$ cat config.mk
export PLATFORM = sky130hd
export DESIGN_NAME = bdbg_target_flat
export DESIGN_NICKNAME = d
export VERILOG_FILES = /design/src/pkg/bdbg_pkg.sv /design/src/pkg/bdbg_if.sv /design/src/verilog/bdbg_target.sv /design/src/flat_wrapper.sv
export SDC_FILE = /design/constraint.sdc
export NUM_CORES = 1
export LEC_CHECK = 0
export BUFFER_PORTS_ARGS = -buffer_cell sky130_fd_sc_hd__buf_2
export CAP_MARGIN = 20
export CORE_MARGIN = 2
export CORE_UTILIZATION = 56
export DETAILED_ROUTE_END_ITERATION = 10
export GPL_TIMING_DRIVEN = 0
export PLACE_DENSITY = 0.91
export SLEW_MARGIN = 20
export SYNTH_ARGS = -nofsm -noshare
export SYNTH_HDL_FRONTEND = slang
export SYNTH_SLANG_ARGS = --single-unit
$ cat constraint.sdc
create_clock -name clk_sys -period 2.8 [get_ports clk_sys]
set_input_delay 0.28 -clock clk_sys [delete_from_list [all_inputs] [get_ports clk_sys]]
set_output_delay 0.28 -clock clk_sys [all_outputs]
set_load 0.05 [all_outputs]
$ cat src/pkg/bdbg_pkg.sv
/*
 * Shared constants for the debug-pin sync handshake and simple breakpoint.
 * Assumes both ends run on one 100 MHz clock, clk_sys.
 */
`default_nettype none
package bdbg_pkg;
	// ************************************************************
	// Sync handshake timing, in debug clock cycles
	// ************************************************************
	localparam int unsigned SYNC_REQ_LOW_CYC   = 128;  // Host low phase, slowest clock
	localparam int unsigned SYNC_DETECT_CYC    = 64;   // Target threshold for a request
	localparam int unsigned SYNC_WAIT_CYC      = 16;   // Target delay after pin high
	localparam int unsigned SYNC_RESP_LOW_CYC  = 128;  // Target response low width
	localparam int unsigned SYNC_SPEEDUP_CYC   = 1;    // Speed-up pulse width
	localparam int unsigned SYNC_TIMEOUT_CYC   = 1024; // Host gives up on no response
	localparam int unsigned CNT_W              = 11;
	// ************************************************************
	// Breakpoint reset values
	// ************************************************************
	localparam logic [15:0] BKPT_MATCH_RST     = 16'h0000;
	localparam logic        BKPT_ENABLE_RST    = 1'b0;
	localparam logic        BKPT_FTS_RST       = 1'b0;
endpackage
`default_nettype wire

$ cat src/pkg/bdbg_if.sv
/*
 * Single-wire debug pin between host pod and target.
 * Assumes the testbench resolves the wire: low if any end drives low,
 * high if any drives high, else pulled high.
 */
`timescale 1ns/1ns
`default_nettype none
interface bdbg_if;
	// Host side pin
	logic hostOut;
	logic hostOeN;
	// Target side pin
	logic tgtOut;
	logic tgtOeN;
	// Resolved level seen by both
	logic pinIn;
	modport target (input pinIn, output tgtOut, output tgtOeN);
	modport host   (input pinIn, output hostOut, output hostOeN);
endinterface
`default_nettype wire

$ cat src/verilog/bdbg_target.sv
/*
 * Target end: sync response on the debug pin and the simple breakpoint.
 * Assumes the pin level is synchronous to clk_sys and the CPU provides
 * an access strobe, an opcode-fetch flag and an instruction-queue tag.
 */
// Contract
// - Host holds pin low 128 slow cycles
// - Host drives brief high, then releases
// - Host watches pin for response pulse
// - Long low is request; await high
// - Wait 16 cycles after pin high
// - Drive pin low 128 cycles
// - Drive one-cycle high, then release
// - Host times low width for bit rate
// - Compare address with match every access
// - Forced: any access breaks at boundary
// - Tagged: tagged opcode breaks at queue end
// - No breakpoint unless enable is set
// - Select bit one forced, zero tagged
`timescale 1ns/1ns
`default_nettype none
module bdbg_target
(
	// Clock and reset
	input  wire logic        clk_sys,
	input  wire logic        sys_rst,
	// Debug pin
	bdbg_if.target           dbgPin,
	// Breakpoint setup
	input  wire logic        bkptLoad,
	input  wire logic [15:0] bkptMatchIn,
	input  wire logic        bkptEnableIn,
	input  wire logic        forceTagIn,
	// CPU bus
	input  wire logic [15:0] cpuAddr,
	input  wire logic        cpuAccess,
	input  wire logic        cpuOpFetch,
	input  wire logic        cpuInstrBoundary,
	input  wire logic        cpuQueueEndTag,
	// Status and requests
	output logic             syncBusy,
	output logic             fetchTag,
	output logic             backgroundReq
);
	// ************************************************************
	// Sync response machine
	// ************************************************************
	typedef enum logic [2:0] {ST_IDLE, ST_LOWCNT, ST_WAITHI, ST_DELAY, ST_RESP, ST_SPEEDUP} bdbg_tst_t;
	bdbg_tst_t             state_r, state_nxt;
	logic [bdbg_pkg::CNT_W-1:0] cnt_r, cnt_nxt;
	logic                  oeN_r, oeN_nxt;
	logic                  out_r, out_nxt;

	// Next-state for the sync response
	always_comb
	begin
		state_nxt = state_r;
		cnt_nxt   = cnt_r;
		oeN_nxt   = 1'b1;
		out_nxt   = 1'b1;
		case (state_r)
			ST_IDLE:
			begin
				cnt_nxt = '0;
				if (!dbgPin.pinIn)
					state_nxt = ST_LOWCNT;
			end
			ST_LOWCNT:
			begin
				// Short lows are ordinary traffic, so restart on high
				if (dbgPin.pinIn)
					state_nxt = ST_IDLE;
				else if (cnt_r == bdbg_pkg::CNT_W'(bdbg_pkg::SYNC_DETECT_CYC - 2))
					state_nxt = ST_WAITHI;
				else
					cnt_nxt = cnt_r + 1'b1;
			end
			ST_WAITHI:
			begin
				cnt_nxt = '0;
				if (dbgPin.pinIn)
					state_nxt = ST_DELAY;
			end
			ST_DELAY:
			begin
				if (cnt_r == bdbg_pkg::CNT_W'(bdbg_pkg::SYNC_WAIT_CYC - 1))
				begin
					state_nxt = ST_RESP;
					cnt_nxt   = '0;
					oeN_nxt   = 1'b0;
					out_nxt   = 1'b0;
				end
				else
					cnt_nxt = cnt_r + 1'b1;
			end
			ST_RESP:
			begin
				oeN_nxt = 1'b0;
				if (cnt_r == bdbg_pkg::CNT_W'(bdbg_pkg::SYNC_RESP_LOW_CYC - 1))
				begin
					state_nxt = ST_SPEEDUP;
					out_nxt   = 1'b1;
				end
				else
				begin
					out_nxt = 1'b0;
					cnt_nxt = cnt_r + 1'b1;
				end
			end
			ST_SPEEDUP:
				state_nxt = ST_IDLE; // Release after one cycle
			default:
				state_nxt = ST_IDLE;
		endcase
	end

	// Registers for the sync response
	always_ff @(posedge clk_sys)
	begin
		if (sys_rst)
		begin
			state_r <= ST_IDLE;
			cnt_r   <= '0;
			oeN_r   <= 1'b1;
			out_r   <= 1'b1;
		end
		else
		begin
			state_r <= state_nxt;
			cnt_r   <= cnt_nxt;
			oeN_r   <= oeN_nxt;
			out_r   <= out_nxt;
		end
	end

	assign dbgPin.tgtOut = out_r;
	assign dbgPin.tgtOeN = oeN_r;
	assign syncBusy      = (state_r == ST_DELAY) || (state_r == ST_RESP) ||
	                       (state_r == ST_SPEEDUP);

	// ************************************************************
	// Simple hardware breakpoint
	// ************************************************************
	logic [15:0] match_r, match_nxt;
	logic        en_r, en_nxt;
	logic        fts_r, fts_nxt;
	logic        pend_r, pend_nxt;
	logic        tag_r, tag_nxt;
	logic        req_r, req_nxt;
	logic        hit;

	// Address compare on every access
	assign hit = cpuAccess && (cpuAddr == match_r) && en_r;

	// Next values for breakpoint state
	always_comb
	begin
		match_nxt = match_r;
		en_nxt    = en_r;
		fts_nxt   = fts_r;
		if (bkptLoad)
		begin
			match_nxt = bkptMatchIn;
			en_nxt    = bkptEnableIn;
			fts_nxt   = forceTagIn;
		end
		// Forced hit waits for the next instruction boundary
		pend_nxt = pend_r;
		// Boundary consumes any hit, so one access gives one request
		if (!en_r || !fts_r)
			pend_nxt = 1'b0;
		else if (cpuInstrBoundary)
			pend_nxt = 1'b0;
		else if (hit)
			pend_nxt = 1'b1;
		// Tag travels with the fetched opcode
		tag_nxt = hit && !fts_r && cpuOpFetch;
		req_nxt = 1'b0;
		if (en_r && fts_r && (pend_r || hit) && cpuInstrBoundary)
			req_nxt = 1'b1;
		else if (en_r && !fts_r && cpuQueueEndTag)
			req_nxt = 1'b1;
	end

	// Registers for the breakpoint
	always_ff @(posedge clk_sys)
	begin
		if (sys_rst)
		begin
			match_r <= bdbg_pkg::BKPT_MATCH_RST;
			en_r    <= bdbg_pkg::BKPT_ENABLE_RST;
			fts_r   <= bdbg_pkg::BKPT_FTS_RST;
			pend_r  <= 1'b0;
			tag_r   <= 1'b0;
			req_r   <= 1'b0;
		end
		else
		begin
			match_r <= match_nxt;
			en_r    <= en_nxt;
			fts_r   <= fts_nxt;
			pend_r  <= pend_nxt;
			tag_r   <= tag_nxt;
			req_r   <= req_nxt;
		end
	end

	assign fetchTag      = tag_r;
	assign backgroundReq = req_r;
endmodule
`default_nettype wire

$ cat src/flat_wrapper.sv
// flat-port wrapper written by rule: the top's interface ports become plain ports
module bdbg_target_flat 
  (clk_sys, sys_rst, bkptLoad, bkptMatchIn, bkptEnableIn, forceTagIn, cpuAddr, cpuAccess, cpuOpFetch, cpuInstrBoundary, cpuQueueEndTag, syncBusy, fetchTag, backgroundReq, dbgPin_pinIn, dbgPin_tgtOut, dbgPin_tgtOeN);
  bdbg_if dbgPin_i ();
  input  wire logic clk_sys;
  input  wire logic sys_rst;
  input  wire logic bkptLoad;
  input  wire logic [15:0] bkptMatchIn;
  input  wire logic bkptEnableIn;
  input  wire logic forceTagIn;
  input  wire logic [15:0] cpuAddr;
  input  wire logic cpuAccess;
  input  wire logic cpuOpFetch;
  input  wire logic cpuInstrBoundary;
  input  wire logic cpuQueueEndTag;
  output logic syncBusy;
  output logic fetchTag;
  output logic backgroundReq;
  input wire logic [$bits(dbgPin_i.pinIn)-1:0] dbgPin_pinIn;
  output wire logic [$bits(dbgPin_i.tgtOut)-1:0] dbgPin_tgtOut;
  output wire logic [$bits(dbgPin_i.tgtOeN)-1:0] dbgPin_tgtOeN;
  assign dbgPin_i.pinIn = dbgPin_pinIn;
  assign dbgPin_tgtOut = dbgPin_i.tgtOut;
  assign dbgPin_tgtOeN = dbgPin_i.tgtOeN;
  bdbg_target u_core (.clk_sys(clk_sys), .sys_rst(sys_rst), .dbgPin(dbgPin_i), .bkptLoad(bkptLoad), .bkptMatchIn(bkptMatchIn), .bkptEnableIn(bkptEnableIn), .forceTagIn(forceTagIn), .cpuAddr(cpuAddr), .cpuAccess(cpuAccess), .cpuOpFetch(cpuOpFetch), .cpuInstrBoundary(cpuInstrBoundary), .cpuQueueEndTag(cpuQueueEndTag), .syncBusy(syncBusy), .fetchTag(fetchTag), .backgroundReq(backgroundReq));
endmodule
==> run metrics <==
clock latency on the worst-skew pair 0.36 ns; clock-pin slew on the worst setup and hold paths 0.11 ns; YS warnings 0; number of maximum-capacitance violations 0; total setup buffers inserted after CTS 0; type of the worst setup path reg2reg; synthesized-area fraction occupied by xor and xnor cells 0.0872; aggregate routed wire length 4380 microns; die width 60.8 microns; share of the yosys chip area belonging to registers 0.410; via count of the first global-routing pass 1516; post-synth top area share 0.410; worst-path maximum fanout 10; number of buffers created by CTS 5; area overhead of the layout relative to synthesis 18.5%; total core area 3050 sq um; total congestion overflow 0; starting utilization of the core area 0.592; share of cells above drive strength 1 0.257; routed len/inst 15.0 microns; critical register-to-register path startpoint u_core.cnt_r[7]; worst path arrival time 2.39 ns; worst path bufs/invs 1; fraction of synthesized area in multiplexers 0.105; family of cells with the greatest summed delay on the critical path compound AO/OA/AOI/OAI gates; ordered cell list for the critical path nor4_2 > a41oi_2 > o21ai_2 > buf_4 > mux2i_1 > nor2_1; Critical path origin u_core.cnt_r[7]; total number of nets in the final design 292; largest net degree at the start of global routing 13; hold-fix buffer count after cts 0; sequential standard cell area 741 sq um; cell taking the most area after synthesis dfxtp_1; gate count after technology mapping 196; ys async rst share 0; maximum clock frequency 469 MHz; global-route wire length before repair 6970 microns; area used by multi-input combinational logic 985 sq um; Slew Viols, Final 0; slowest stage cell, crit path nor4_2; DRC viols 0; Max clock buf depth 2; First-pass DRT Iterations 4; Post-synth EDFFs 0; PostCTS Resize Cnt 0; total via count in the routed design 1622; Top Registers u_core.match_r x16, u_core.cnt_r x11, u_core.state_r x3; Design Area, Final 2140 sq um; clk sink count 37; net count after synthesis 240; Least-Margin Pin Slew 0.721 ns; adder-cell share of the synthesized area 0.0138; setup repair after global routing missed its margin no; Unique masters post-synth 38; Die Ht 60.8 microns; Detailed Route Iter0 Violations 72; antenna viol nets, final 0; cells taking the most area after synthesis dfxtp_1, mux2i_1, xnor2_1, nor2_1, or4_1; flip-flop count of the largest register after layout 16; number of antenna cells inserted 0; average vias per placed instance 5.54; summed instance area of the synthesized netlist 1810 sq um; simple-gate share of the synthesized area 0.217; Synth Register Bits 37; antenna violations before repair 0; data required time of the worst path 3.06 ns; headroom to the max-slew limit 0.519; worst clock skew 0.00795 ns; TritonCTS clock tree built; largest family of logic cells by synthesized area simple AND/OR/NAND/NOR gates; Hold/Removal Path Class in2reg; cell types with the highest counts after synthesis dfxtp_1, nor2_1, mux2i_1, xnor2_1, nand2_1; standard-cell rows 20; final clock period utilization by the worst path 0.762; most frequently used flop master after synthesis dfxtp_1; total count of hold-check failures in the final report 0; fill cell instance count of the final layout 265; cell at the root of the clock tree clkbuf_4; most frequent cell after synthesis dfxtp_1; leakage power 0.866 nW; area fraction in compound gates after synthesis 0.121; stage delay of the slowest cell on the critical path 0.54 ns; Post-Route Setup TNS 0 ns; largest register by flop count u_core.match_r; final core utilization 0.702; placed wire-length estimate after detailed placement 3300 microns; level count of the clock H-tree 2; post-layout minimum cycle time 2.13 ns; number of input and output port buffers inserted 45; total power divided by cell area 446 nW/um^2; status complete, no violations; post-synthesis area per instance 9.22 sq um; total of endpoints with negative setup slack in the final report 0; endpoint type of the worst setup path register; IO Count 47; largest voltage drop on the vdd net 0.332 mV; worst hold path startpoint cpuInstrBoundary; post-placement cell area 2090 sq um; Worst setup SP type register; die footprint 3700 sq um; GP Congestion 0.852; GRT Resource Usage Total 0.263
-- metal layers --
| layer | up-vias | global-route usage | share of wire |
|---|---|---|---|
| met2 | 65 | 0.416 | 0.48 |
| met5 | - | 0 | 0 |
| li1 | 815 | - | - |
| met1 | 727 | 0.313 | 0.42 |
| met4 | 0 | 0.140 | 0.031 |
| met3 | 15 | 0.0917 | 0.065 |
-- stage by stage --
stage	power [mW]	instances	setup WS (ns)	hold WS, ns
after floorplan	0.636	196	0.912	0.359
after global placement	0.679	285	0.800	0.471
after detailed placement	0.684	285	0.700	0.472
after CTS	0.963	293	0.684	0.0857
after global routing	1.00	293	0.549	0.0868
final	0.956	293	0.667	0.0891
-- cell type report --
cell class / count / share of cell area
inverter: 10 / 0.0175
timing repair buffer: 45 / 0.105
multi-input combinational: 141 / 0.459
clock buffer: 5 / 0.0175
clock inverter: 3 / 0.00817
tap: 44 / 0.0257
sequential: 37 / 0.346
buffer: 8 / 0.0210
-- report_power, final --
part / switching (mW) / internal [mW] / total (mW)
Sequential: 0.0121 / 0.543 / 0.556
Combinational: 0.0582 / 0.0603 / 0.118
Clock: 0.187 / 0.0946 / 0.282
Total: 0.257 / 0.698 / 0.956
-- layout by cell type (no fill, tap or decap), drive strengths merged, types with 5 or more instances in the layout --
cell type / netlist / routed
or4: 8 / 8
xnor2: 17 / 17
o31ai: 5 / 5
nand4: 6 / 6
a21oi: 7 / 7
nand3: 10 / 10
clkbuf: 4 / 9
nor2: 24 / 24
buf: 4 / 49
inv: 10 / 10
mux2i: 19 / 19
dfxtp: 37 / 37
nand2: 11 / 11
-- kinds of logic after synthesis --
family	count (synthesis)
compound gates	30
xor+xnor	18
fa+ha+maj	2
buf+inv	18
flops	37
mux	19
simple gates	72
-- worst register-to-register path: cells and delay by family, from the launching register on --
family	cells	cell delay [ns]
buf+inv	1	0.25
flops	1	0.39
simple gates	2	0.60
mux	1	0.20
compound gates	2	0.60
-- worst paths after layout --
| path | to | slack, ns | cells past startpoint |
|---|---|---|---|
| max | u_core.cnt_r[1] | 0.67 | 6 |
| min | u_core.pend_r | 0.09 | 2 |
| max reg2reg | u_core.cnt_r[1] | 0.67 | 6 |
| min reg2reg | u_core.pend_r | 0.52 | 2 |
(Power assumes the default switching activity.)
